[src/inc/cis_pkg.sv]
/*
 Constants for the channel interrupt summary and channel control block:
 register offsets, field positions, reset values and timing.
 Assumes a 20 MHz APB clock.
*/
package cis_pkg;

	localparam int          CIS_NUM_CHAN       = 16;
	localparam logic [11:0] CIS_OFS_SUM_LOW    = 12'h02c0;
	localparam logic [11:0] CIS_OFS_SUM_MID    = 12'h0300;
	localparam logic [11:0] CIS_OFS_SUM_ZERO   = 12'h0380;
	localparam logic [11:0] CIS_OFS_TMR_STAT   = 12'h03c0;
	// Channel n configuration sits at n*0x40 + 0x01, word aligned at n*0x40 + 0x04
	localparam logic [11:0] CIS_OFS_CFG_BASE   = 12'h0004;
	localparam logic [11:0] CIS_CFG_STRIDE     = 12'h0040;
	localparam logic [11:0] CIS_OFS_IRQ_EN     = 12'h0400;
	localparam logic [11:0] CIS_OFS_IRQ_CLR    = 12'h0404;
	localparam logic [11:0] CIS_OFS_IRQ_STAT   = 12'h0408;

	localparam int          CIS_BIT_TMR_OVF    = 0;
	localparam int          CIS_BIT_CH_RST     = 1;
	localparam int          CIS_BIT_LINE_MODE  = 0;
	localparam int          CIS_BIT_CH0_PEND   = 7;
	localparam logic [7:0]  CIS_RST_REG        = 8'h00;

	localparam int          CIS_CLK_HZ         = 20_000_000;
	localparam int          CIS_CH_RST_MAX_NS  = 1000;
	// Longest time rounds down
	localparam int          CIS_CH_RST_CYC     = (CIS_CH_RST_MAX_NS * (CIS_CLK_HZ / 1_000_000)) / 1000;
	localparam int          CIS_RST_HOLD_CYC   = 4;

	typedef enum logic [1:0] {
		CIS_RS_IDLE = 2'b00,
		CIS_RS_HOLD = 2'b01
	} cis_rst_state_t;

endpackage

[src/rtl/cis_chan_reset.sv]
/*
 Per-channel soft reset sequencer: one start pulse gives a reset pulse
 of a fixed length. Assumes the start pulse is one cycle wide.
*/
`timescale 1ns/1ps
module cis_chan_reset
	import cis_pkg::*;
(
	// Clock and reset
	input  wire logic pclk,
	input  wire logic presetn,
	// Control
	input  wire logic start,
	output logic      busy,
	output logic      done
);

	typedef struct packed {
		cis_rst_state_t st;
		logic [3:0]     cnt;
		logic           done;
	} cis_crs_t;

	cis_crs_t r;
	cis_crs_t next_r;

	always_comb begin
		next_r      = r;
		next_r.done = 1'b0;
		unique case (r.st)
			CIS_RS_IDLE: begin
				if (start) begin
					next_r.st  = CIS_RS_HOLD;
					next_r.cnt = 4'(CIS_RST_HOLD_CYC - 1);
				end
			end
			CIS_RS_HOLD: begin
				if (r.cnt == 4'h0) begin
					next_r.st   = CIS_RS_IDLE;
					next_r.done = 1'b1;
				end else begin
					next_r.cnt = r.cnt - 4'h1;
				end
			end
			default: next_r.st = CIS_RS_IDLE;
		endcase
	end

	always_ff @(posedge pclk or negedge presetn) begin
		if (!presetn) begin
			r <= '0;
		end else begin
			r <= next_r;
		end
	end

	assign busy = (r.st == CIS_RS_HOLD);
	assign done = r.done;

endmodule // cis_chan_reset

[src/rtl/cis_top.sv]
/*
 Channel interrupt summary, one-second timer status and per-channel
 configuration, reached over APB. Channel interrupt sources, the timer
 tick and the channel datapaths are outside; chan_irq_src is a level
 per channel, timer_tick a one-cycle pulse.
*/
// The APB slave port was decided locally.
// Notes on behaviour
// - Summary low bits 7..0 show channels 8..1 pending.
// - A summary bit is one while any source of that channel is active.
// - Summary mid bits 6..0 show channels 15..9; bit 7 reads zero.
// - Summary zero bit 7 shows channel 0; bits 6..0 read zero.
// - Timer overflow flag sets on each one-second expiry.
// - Writing one clears the timer overflow flag; reset value zero.
// - A started channel reset completes within one microsecond.
// - The channel reset bit clears itself when the reset is done.
// - Config bit 0 picks line mode: zero 1.544, one 2.048 Mbit/s.
// - The line mode bit keeps its value through channel soft reset.
`timescale 1ns/1ps
module cis_top
	import cis_pkg::*;
#(
	parameter int NCH = CIS_NUM_CHAN
) (
	// APB
	input  wire logic        pclk,
	input  wire logic        presetn,
	input  wire logic        psel,
	input  wire logic        penable,
	input  wire logic        pwrite,
	input  wire logic [11:0] paddr,
	input  wire logic [31:0] pwdata,
	output logic      [31:0] prdata,
	output logic             pready,
	output logic             pslverr,
	// Events
	input  wire logic [NCH-1:0] chan_irq_src,
	input  wire logic           timer_tick,
	// Channel control
	output logic [NCH-1:0]      chan_soft_rst,
	output logic [NCH-1:0]      line_mode_select,
	// Interrupt
	output logic                irq
);

	typedef struct packed {
		logic            second_timer_overflow_flag;
		logic [NCH-1:0]  line_mode;
		logic [NCH-1:0]  rst_req;
		logic [1:0]      irq_en;
		logic [1:0]      irq_stat;
		logic [NCH-1:0]  pend_q;
		logic [31:0]     rdata;
		logic            slverr;
	} cis_st_t;

	cis_st_t r;
	cis_st_t next_r;

	logic [NCH-1:0] rst_start;
	logic [NCH-1:0] rst_busy;
	logic [NCH-1:0] rst_done;

	logic acc;
	logic wr;
	logic rd;
	assign acc = psel & penable;
	assign wr  = acc & pwrite;
	assign rd  = acc & ~pwrite;

	function automatic int cfg_index(input logic [11:0] a);
		logic [11:0] off;
		off = a - CIS_OFS_CFG_BASE;
		if (a[5:0] == CIS_OFS_CFG_BASE[5:0] && int'(a[11:6]) < NCH)
			return int'(off[11:6]);
		return -1;
	endfunction

	function automatic logic [7:0] sum_low(input logic [NCH-1:0] p);
		return p[8:1];
	endfunction

	logic [7:0] w8;
	int         ci;
	always_comb begin
		next_r        = r;
		next_r.slverr = 1'b0;
		w8            = pwdata[7:0];
		ci            = cfg_index(paddr);
		rst_start     = '0;
		next_r.pend_q = chan_irq_src;

		// Channel reset bit drops once the sequencer finishes
		for (int i = 0; i < NCH; i++) begin
			if (rst_done[i])
				next_r.rst_req[i] = 1'b0;
		end

		if (rd) begin
			next_r.rdata = '0;
			if (paddr == CIS_OFS_SUM_LOW)
				next_r.rdata[7:0] = sum_low(r.pend_q);
			else if (paddr == CIS_OFS_SUM_MID)
				next_r.rdata[7:0] = {1'b0, r.pend_q[15:9]};
			else if (paddr == CIS_OFS_SUM_ZERO)
				next_r.rdata[CIS_BIT_CH0_PEND] = r.pend_q[0];
			else if (paddr == CIS_OFS_TMR_STAT)
				next_r.rdata[CIS_BIT_TMR_OVF] = r.second_timer_overflow_flag;
			else if (paddr == CIS_OFS_IRQ_EN)
				next_r.rdata[1:0] = r.irq_en;
			else if (paddr == CIS_OFS_IRQ_STAT)
				next_r.rdata[1:0] = r.irq_stat;
			else if (ci >= 0) begin
				next_r.rdata[CIS_BIT_CH_RST]    = r.rst_req[ci];
				next_r.rdata[CIS_BIT_LINE_MODE] = r.line_mode[ci];
			end else if (paddr != CIS_OFS_IRQ_CLR)
				next_r.slverr = 1'b1;
		end

		// Write one clears; a tick in the same cycle wins
		if (wr && paddr == CIS_OFS_TMR_STAT && w8[CIS_BIT_TMR_OVF])
			next_r.second_timer_overflow_flag = 1'b0;
		if (timer_tick)
			next_r.second_timer_overflow_flag = 1'b1;

		if (wr) begin
			if (paddr == CIS_OFS_IRQ_EN)
				next_r.irq_en = w8[1:0];
			else if (paddr == CIS_OFS_IRQ_CLR)
				next_r.irq_stat = r.irq_stat & ~w8[1:0];
			else if (ci >= 0) begin
				next_r.line_mode[ci] = w8[CIS_BIT_LINE_MODE];
				if (w8[CIS_BIT_CH_RST] && !r.rst_req[ci]) begin
					next_r.rst_req[ci] = 1'b1;
					rst_start[ci]      = 1'b1;
				end
			end else if (paddr == CIS_OFS_SUM_LOW || paddr == CIS_OFS_SUM_MID ||
			             paddr == CIS_OFS_SUM_ZERO || paddr == CIS_OFS_TMR_STAT ||
			             paddr == CIS_OFS_IRQ_STAT)
				next_r.slverr = 1'b0;
			else
				next_r.slverr = 1'b1;
		end

		// Sticky events: bit 0 timer, bit 1 reset done; set wins over clear
		if (timer_tick)
			next_r.irq_stat[0] = 1'b1;
		if (|rst_done)
			next_r.irq_stat[1] = 1'b1;
	end

	always_ff @(posedge pclk or negedge presetn) begin
		if (!presetn) begin
			r <= '0;
		end else begin
			r <= next_r;
		end
	end

	// One sequencer per channel keeps each reset independent
	for (genvar g = 0; g < NCH; g++) begin : g_rst
		cis_chan_reset u_rst (
			.pclk    (pclk),
			.presetn (presetn),
			.start   (rst_start[g]),
			.busy    (rst_busy[g]),
			.done    (rst_done[g])
		);
	end

	assign prdata           = r.rdata;
	assign pready           = 1'b1;
	assign pslverr          = acc & next_r.slverr;
	assign chan_soft_rst    = rst_busy;
	assign line_mode_select = r.line_mode;
	assign irq              = |(r.irq_stat & r.irq_en);
endmodule // cis_top
[config.mk]
export PLATFORM = sky130hd
export DESIGN_NAME = cis_top
export DESIGN_NICKNAME = d
export VERILOG_FILES = /design/src/inc/cis_pkg.sv /design/src/rtl/cis_chan_reset.sv /design/src/rtl/cis_top.sv
export SDC_FILE = /design/constraint.sdc
export NUM_CORES = 1
export LEC_CHECK = 0
export ABC_AREA = 1
export BUFFER_PORTS_ARGS = -buffer_cell sky130_fd_sc_hd__clkbuf_2
export CAP_MARGIN = 20
export CORE_ASPECT_RATIO = 1.1
export CORE_UTILIZATION = 30
export DETAILED_ROUTE_END_ITERATION = 10
export GPL_TIMING_DRIVEN = 0
export SLEW_MARGIN = 20
export SYNTH_ARGS = -nofsm -noshare
export SYNTH_HDL_FRONTEND = slang
export SYNTH_SLANG_ARGS = --single-unit
[constraint.sdc]
create_clock -name pclk -period 3.2 [get_ports pclk]
set_clock_uncertainty 0.2 [all_clocks]
set_input_delay 0.16 -clock pclk [delete_from_list [all_inputs] [get_ports pclk]]
set_output_delay 0.16 -clock pclk [all_outputs]
set_load 0.005 [all_outputs]
# Yosys cells after proc, flatten, opt, wreduce, memory -nomap -nowiden
# Cells that the tools add are included.
# word_totals
regBits,173
in_bits,66
output_inout_bits,67
word_cells,445
# op_classes
n_addsub,17
order_cmp,4
eq_ne,75
n_mux,181
n_bitwise,11
reduce_logical,101
# op_table
op,n
16-bit 2-to-1 mux,9
4-bit one-hot mux with 2 select lines,16
6-bit 2-to-1 mux,17
"2-bit inequality test, second input constant",49
1-bit 2-to-1 mux,75
"32-bit by 1-bit greater-or-equal comparator with 1-bit output, second input constant",2
4-bit zero test,16
4-bit 2-to-1 mux,16
2-bit one-hot mux with 2 select lines,16
"4-bit by 1-bit subtractor with 4-bit output, second input constant",16
3-bit AND reduction,18
"12-bit by 10-bit == test with 1-bit output, second input constant",4
2-bit 2-to-1 mux,23
2-bit nonzero test,21
"12-bit by 11-bit == test with 1-bit output, second input constant",3
2-bit AND reduction,17
"2-bit by 1-bit == test with 1-bit output, second input constant",16
2-bit zero test,16
"32-bit by 6-bit less-than comparator with 1-bit output, second input constant",1
32-bit 2-to-1 mux,1
20-bit 2-to-1 mux,1
16-bit bitwise mux,1
16-bit OR,1
16-bit OR reduction,1
19 further kinds,33

# Longest topological paths before layout
# Gate-level depths: netlist of run 1.
# logic_depth
ltp_word,20
depth_mapped,20
mapped_depth_nobuf,18

# By module
# A second synthesis of run 1 with hierarchy kept.
# hier_totals
cells_unflattened,1070
area_unflattened_um2,8973.6
# by_module_without_submodules
module,n_inst,cells_each,area_each_um2,seq_area_each_um2
cis_chan_reset,16,37,330.3,150.1
cis_top,1,478,3688.5,1526.5

# Worst setup path before layout of run 1
# OpenSTA, ideal clock, no wires.
# synth_path
path_kind,input -> register
start,in paddr[5]
end,reg g_rst[5].u_rst.r[3] (netlist bit)
setup_ps,116
t_arrival_ps,1833
required_ps,2884
slack_ps,1050
path_stages,17
path_buffers,3
cell_sequence,nor2_1 -> nand2_1 -> nor2_4 -> nand3_4 -> buf_6 -> nand2_1 -> o21ai_1 -> nand2_1 -> nand2_1 -> nand2_1 -> nand2_2 -> nor2_8 -> buf_6 -> buf_6 -> nand3_1 -> nand3_1 -> nand2_1
# synth_between
elab_chain_cells,16
word_cells_on_any_way,26
cone_classes,1 x add/sub; 3 x order compare; 4 x eq/ne; 13 x mux; 5 x reduce/logical
# synth_lines
element,line,source
start: declaration,cis_top.sv:31,"input wire logic [11:0] paddr,"
branches (longest 12 deep; another with 32-bit by 1-bit greater-or-equal comparator with 1-bit output),-,
16-bit 2-to-1 mux *,cis_top.sv:127,if (paddr == CIS_OFS_IRQ_EN)
16-bit 2-to-1 mux *,cis_top.sv:126,if (wr) begin
2-bit inequality test (no source line) *,-,
3-bit AND reduction (no source line) *,-,
end signal: assignment,cis_chan_reset.sv:53,r <= next_r;
end: declaration,cis_chan_reset.sv:24,cis_crs_t r;
# Mark *: on every way between the ends. The select of a mux whose other input is x is not followed.
# A chain may end at the register's enable or synchronous reset.

# Worst setup path after layout of run 1
# layout_path
start,in paddr[2]
end,out pslverr
# layout_between
elab_chain_cells,18
word_cells_on_any_way,34
cone_classes,1 x add/sub; 1 x order compare; 9 x eq/ne; 17 x mux; 1 x bitwise; 5 x reduce/logical
# layout_lines
element,line,source
branches (longest 16 deep; another with 32-bit by 1-bit greater-or-equal comparator with 1-bit output),-,
1-bit 2-to-1 mux *,cis_top.sv:126,
1-bit bitwise AND *,cis_top.sv:173,assign pslverr = acc & next_r.slverr;
end: declaration,cis_top.sv:35,"output logic pslverr,"
# Mark *: on every way between the ends.

==> impl_metrics.tcl, run 1 <==
set metrics [dict create \
    outcome "complete, no violations" \
    clockBufferDepth 2 \
    path_clk_slew_ns 0.07 \
    p_sw_frac 0.2343 \
    grt-ovfl-total 0 \
    drv_cap 0 \
    worstPathArrival_ns 2.41 \
    layout-drive-gt1-share 0.1728 \
    p_leak_nw 5.361 \
    synth_top_area_frac 0.4595 \
    gp_congestion 0.9049 \
    io-pin-count 133 \
    clk_latency_ns 0.43 \
    ys_seq_area_frac 0.4595 \
    totalPowerFinal_mw 4.256 \
    avgSynthCellArea_sq_um 8.035 \
    final_max_slew_viol_count 0 \
    area_growth_pct 21.13 \
    fin_crit_ns 2.771 \
    setup_violations 0 \
    setup_tns_ns 0 \
    worst-r2r-cell-count 12 \
    synth.distinct_cells 39 \
    critPathTopFamily "simple AND/OR/NAND/NOR gates" \
    fill_cells 2877 \
    pre_cts_ws_ns 0.3750 \
    yosys.area.top_type "dfrtp_1" \
    pwr-share-comb 0.049 \
    min_delay_path_depth 7 \
    layout.nets 1306 \
    hp-start "penable" \
    hold_violations 0 \
    initial_core_util 0.3059 \
    cts_root_buffer "clkbuf_16" \
    routed_wl_microns 20150 \
    clock_sinks 157 \
    grt_pass1_wl_microns 33800 \
    cpPeakStageDelay_ns 0.70 \
    min_period_over_period 0.8660 \
    critPathBufInv 4 \
    cp.required_ns 2.84 \
    syn-cell-area_sq_um 8549 \
    die_area_sq_um 29180 \
    dp.cells 1528 \
    r2r-start "r[58]" \
    wire_per_inst_microns 12.72 \
    crit_chain "clkbuf_2 -> nor2_2 -> nand2_1 -> nor4_1 -> inv_1 -> nor3_1 -> inv_1 -> nand4_1 -> nor3_1 -> nand3_1 -> a21oi_1 -> clkbuf_2" \
    whs_endpoint "prdata[0]" \
    grt_pass1_vias 6874 \
    p_int_mw 3.259 \
    max-slew-margin-rel 0.3958 \
    netlist_top_cells_area "dfrtp_1 46%, nand2_1 13%, inv_1 6.3%, nand3_1 5.9%, buf_4 5.8%" \
    postCtsSetupBuffers 0 \
    p_per_area_nw_per_um2 411.0 \
    firstDrtPassIters 5 \
    post-route-util 0.3706 \
    row_count 64 \
    hold_class "input port to register" \
    diodes 0 \
    drtAntennaViolNets 0 \
    rrSetupSlack_ns 1.12 \
    synth_seq_cells 157 \
    cts_buffers 17 \
    synthCells 1064 \
    clock.fmax_ghz 0.3609 \
    viasPerCell 4.419 \
    critical_path_class "input port to output pin" \
    crit_fanout 7 \
    p_seq_frac 0.473 \
    core_sq_um 27950 \
    die_h_microns 179.1 \
    post-dp-hpwl_microns 14810 \
    r2r-end "g_rst[10].u_rst.r[3]" \
    num_vias 7000 \
    clockPowerShare 0.478 \
    ir_drop_mv 0.2630 \
    grt_setup_unrepaired "no" \
    portBuffers 76 \
    worst_slew_pin_slew_ns 0.8993 \
    cp_slowest_cell "nor3_1" \
    cts_tree "built" \
    route.detailed.drc 0 \
    grt_start_max_net_pins 68 \
    end_kind "output pin" \
    drt_iter0_drc 455 \
    critPathLaunchType "input port" \
    antenna_found_initial 0 \
    stdcell_count 1584 \
    setup_ws_ns 0.4289 \
    grt_use_total 0.1480 \
    yosysWarnings 0 \
    die_w_microns 163.0 \
    htreeDepth 4 \
    switching_power_mw 0.9971 \
]
[logic make-up (layout without fill, tap and decap cells)]
logic type	after synthesis	in the layout	synth area share
AOI/OAI and AO/OA	68	68	0.04273
xor gates and xnor gates	30	30	0.03073
adders and majority gates	32	32	0.04683
buffers and inverters	222	356	0.1295
DFF	157	157	0.4595
other	2	25	0.0008784
and+or+nand+nor	553	553	0.2898
[power groups by stage]
stage               clock, mW  combinational, mW  sequential (mW)
floorplan                   0             0.0842             2.05
global route             2.18              0.237             2.01
CTS                      2.09              0.213             2.01
global placement            0              0.178             2.05
detailed placement          0              0.189             2.05
finish                   2.04              0.209             2.01
[worst min-delay path, cell delays in order]
cell	delay, ns
clkbuf_2	0.08
nand2_1	0.07
nor2_1	0.09
o21ai_0	0.09
inv_1	0.04
nand2_1	0.05
nand2_1	0.04
[per-layer routing]
layer,vias to the layer above,GRT usage,wire [microns]
met4,0,0.04712,415
met5,-,0,0
met1,3253,0.1947,9421
li1,3567,-,-
met3,24,0.02961,924
met2,156,0.2431,9387
[state kept, by name, indices dropped and copies added, names as in the netlist]
name,count
prdata,8
g_rst.u_rst.done,16
line_mode_select,16
r,37
g_rst.u_rst.r,80
[timing repair]
item	in CTS	in global routing
resized for setup	0	0
hold buffers	24	0
hold endpoints to repair	119	0
setup endpoints to repair	0	0
[cells in the mapped netlist (all sizes together)]
master  number
ha          32
nor2        93
nor4         9
nand4       21
nor4b        1
and2         1
nand2      305
nor3b        3
inv        146
o21ai       51
buf         73
clkbuf       3
xnor2       24
a31o         2
a32o         1
nand3      103
a21oi        7
xor2         6
a22o         1
or2          1
nand3b       1
dfrtp      157
conb         2
nor3        15
o31ai        1
a31oi        5
[how the worst max path moves through the flow]
stage / from / end / slack [ns] / cells after the start
2_1_floorplan: paddr[5] / g_rst[5].u_rst.r[3] / 1.05 / 17
6_report: paddr[2] / pslverr / 0.43 / 12
5_1_grt: paddr[1] / pslverr / 0.15 / 12
4_1_cts: paddr[1] / pslverr / 0.42 / 12
3_3_place_gp: presetn / g_rst[15].u_rst.r[5] / -1.18 / 1
3_5_place_dp: paddr[5] / g_rst[12].u_rst.r[1] / 0.38 / 14
[placed cells by master, fill, tap and decap left out, drive strengths merged]
master         n
nand2        305
dfrtp        157
inv          152
nand3        103
clkbuf        96
nor2          93
buf           76
o21ai         51
ha            32
conb          25
xnor2         24
dlygate4sd3   23
nand4         21
nor3          15
nor4           9
a21oi          7
xor2           6
a31oi          5
clkinv         4
nor3b          3
clkinvlp       3
a31o           2
bufinv         2
nor4b          1
a22o           1
nand3b         1
or2            1
a32o           1
o31ai          1
and2           1
[area by class of cell]
type	instances	area, sq um	share of cell area
clock buffer	17	425.4	0.04108
timing repair buffer	102	679.4	0.06560
buffer	76	559.3	0.05400
sequential	157	3929	0.3794
inverter	146	548.0	0.05292
clock inverter	15	161.4	0.01559
multi-input combinational	708	3600	0.3476
tap	363	454.2	0.04386
[through the flow]
step,area (sq um),hold WS [ns]
floorplan,8636,-0.3356
global placement,9470,0.07052
detailed placement,9534,-0.1167
CTS,10360,0.01101
global route,10360,0.03400
finish,10360,0.02312
(Power assumes the default switching activity.)
==> inputs of run 2 (changes only) <==
- REMOVE_ABC_BUFFERS: unset -> 1
==> run 2 against run 1 <==
Net effect: total power decreased by 2.3%; routed wire length decreased by 2.9%; core utilization decreased by 2.2 points; fmax decreased by 2.5%; via count decreased by 2.2%; clock power decreased by 2%; global-route usage decreased by 0.77 points; register-to-register slack got worse by 0.18 ns; flip-flop and latch count unchanged; sequential share of layout area increased by 2.4 points.
==> impl_metrics.tcl, run 2 (synthesized netlist as in run 1, its figures left out) <==
set metrics [dict create \
    outcome "complete, no violations" \
    cts_root_buffer "clkbuf_16" \
    final_cell_mix "296 x nand2_1, 157 x dfrtp_1, 144 x inv_1" \
    grt_pass1_wl_microns 32520 \
    grt_use_total 0.1403 \
    crit_fanout 14 \
    regMostFlops "g_rst.u_rst.r" \
    ir_drop_mv 0.3350 \
    max-slew-margin-rel 0.3609 \
    portBuffers 77 \
    gp_congestion 0.8624 \
    drv_cap 0 \
    post-dp-hpwl_microns 13940 \
    die_area_sq_um 29180 \
    critPathLaunchType "input port" \
    clock.fmax_ghz 0.3517 \
    cts_buffers 17 \
    p_int_mw 3.097 \
    min_period_over_period 0.8885 \
    grt-ovfl-total 0 \
    final_common_cell "nand2_1" \
    post_cts_resized 0 \
    routed_wl_microns 19570 \
    layout.nets 1228 \
    core_sq_um 27950 \
    layout-drive-gt1-share 0.1225 \
    p_leak_nw 4.966 \
    path_clk_slew_ns 0.07 \
    firstDrtPassIters 4 \
    wire_per_inst_microns 12.99 \
    htreeDepth 4 \
    drtAntennaViolNets 0 \
    cp.required_ns 3.32 \
    post-route-util 0.3486 \
    totalPowerFinal_mw 4.159 \
    sequential_cell_area_sq_um 3929 \
    clock_sinks 157 \
    setup_violations 0 \
    p_sw_frac 0.2554 \
    worst_slew_pin_slew_ns 0.9513 \
    io-pin-count 133 \
    viasPerCell 4.544 \
    diodes 0 \
    switching_power_mw 1.062 \
    p_seq_frac 0.484 \
    area_growth_pct 13.96 \
    grt_setup_unrepaired "no" \
    fin_crit_ns 2.843 \
    die_w_microns 163.0 \
    num_vias 6843 \
    critical_path_class "input port to register" \
    grt_pass1_vias 6582 \
    top_regs "g_rst.u_rst.r x80, r x37" \
    antenna_found_initial 0 \
    hold_violations 0 \
    pwr-share-comb 0.039 \
    fill_cells 2896 \
    multiInputGateArea_sq_um 3621 \
    p_per_area_nw_per_um2 426.9 \
    cts_tree "built" \
    end_kind "register" \
    clk_latency_ns 0.43 \
    pre_cts_ws_ns -0.2766 \
    row_count 64 \
    clockPowerShare 0.478 \
    clockBufferDepth 2 \
    route.detailed.drc 0 \
    drt_iter0_drc 405 \
    grt_start_max_net_pins 82 \
    die_h_microns 179.1 \
    setup_ws_ns 0.3568 \
    worstPathArrival_ns 2.96 \
    largest_reg_flops 80 \
    initial_core_util 0.3059 \
    hold_class "input port to register" \
    final_max_slew_viol_count 0 \
]
[run 2: cell count changes in the layout (fill, tap and decap cells not counted), moves of 3 or more]
cell | previous run | this run
buf_2 | 4 | 0
dlygate4sd3_1 | 23 | 20
inv_6 | 5 | 8
inv_8 | 1 | 4
clkbuf_1 | 3 | 0
buf_4 | 66 | 0
buf_6 | 3 | 0
[run 2: cell type report]
| cell class | instances | area share |
|---|---|---|
| repair buffers | 98 | 0.06382 |
| flip-flops and latches | 157 | 0.4032 |
| multi-input cells | 710 | 0.3716 |
| inverters | 146 | 0.05625 |
| clock inverters | 15 | 0.01477 |
| well taps | 363 | 0.04662 |
| clock buffers | 17 | 0.04366 |
[run 2: worst max-delay path: stages]
cell and delay [ns]:
clkbuf_2 0.09, nor2_1 0.29, nand2_1 0.16, nor2_4 0.36, nand2_1 0.38, nand2_1 0.17
nand2_1 0.07, nand2_1 0.07, nand2_2 0.13, nor2_8 0.36, nand3_1 0.20, nand2_1 0.23
nand2_1 0.16, nand2_1 0.09, nand2_1 0.04
[run 2: metal layers]
metal | GRT usage | up-vias | part of all wire
met5 | 0 | - | 0
met4 | 0.03777 | 0 | 0.012
met3 | 0.03354 | 12 | 0.045
met2 | 0.2356 | 137 | 0.48
met1 | 0.1794 | 3288 | 0.46
li1 | - | 3406 | -
[run 2: path summary, 6_finish.rpt]
| check | cells past startpoint | slack, ns | startpoint | to |
|---|---|---|---|---|
| worst max-delay path | 15 | 0.36 | paddr[5] | g_rst[12].u_rst.r[4] |
| max in group asynchronous | 3 | 1.85 | presetn | g_rst[10].u_rst.r[5] |
| min in group asynchronous | 2 | 0.13 | presetn | g_rst[5].u_rst.r[2] |
| worst max register to register | 12 | 0.94 | r[58] | g_rst[12].u_rst.r[4] |
| worst min-delay path | 5 | 0.02 | penable | r[51] |
| worst min register to register | 1 | 0.24 | g_rst[14].u_rst.done | r[67] |
[run 2: stage by stage]
step | std cells | TNS (ns) | hold WS (ns) | cell area (sq um)
global placement | 1451 | -188.90 | 0.07130 | 8916
floorplan | 1011 | 0 | -0.3356 | 8077
finish | 1506 | 0 | 0.01941 | 9743
CTS | 1504 | 0 | 0.01344 | 9722
global route | 1506 | 0 | 0.06051 | 9743
detailed placement | 1452 | -7.079 | 0.04776 | 8952
[run 2: repair_timing]
| action | CTS | global route |
|---|---|---|
| setup buffers | 0 | 0 |
| hold endpoints to repair | 96 | 0 |
| hold buffers | 20 | 0 |
| setup endpoints to repair | 0 | 23 |
[run 2: power by group through the flow]
stage                     sequential [mW]  combinational [mW]  clock (mW)
final                                2.01               0.161        1.99
after global routing                 2.01               0.185        2.12
after CTS                            2.01               0.165        2.04
after detailed placement             2.05               0.146           0
after global placement               2.05               0.140           0
after floorplan                      2.05              0.0382           0
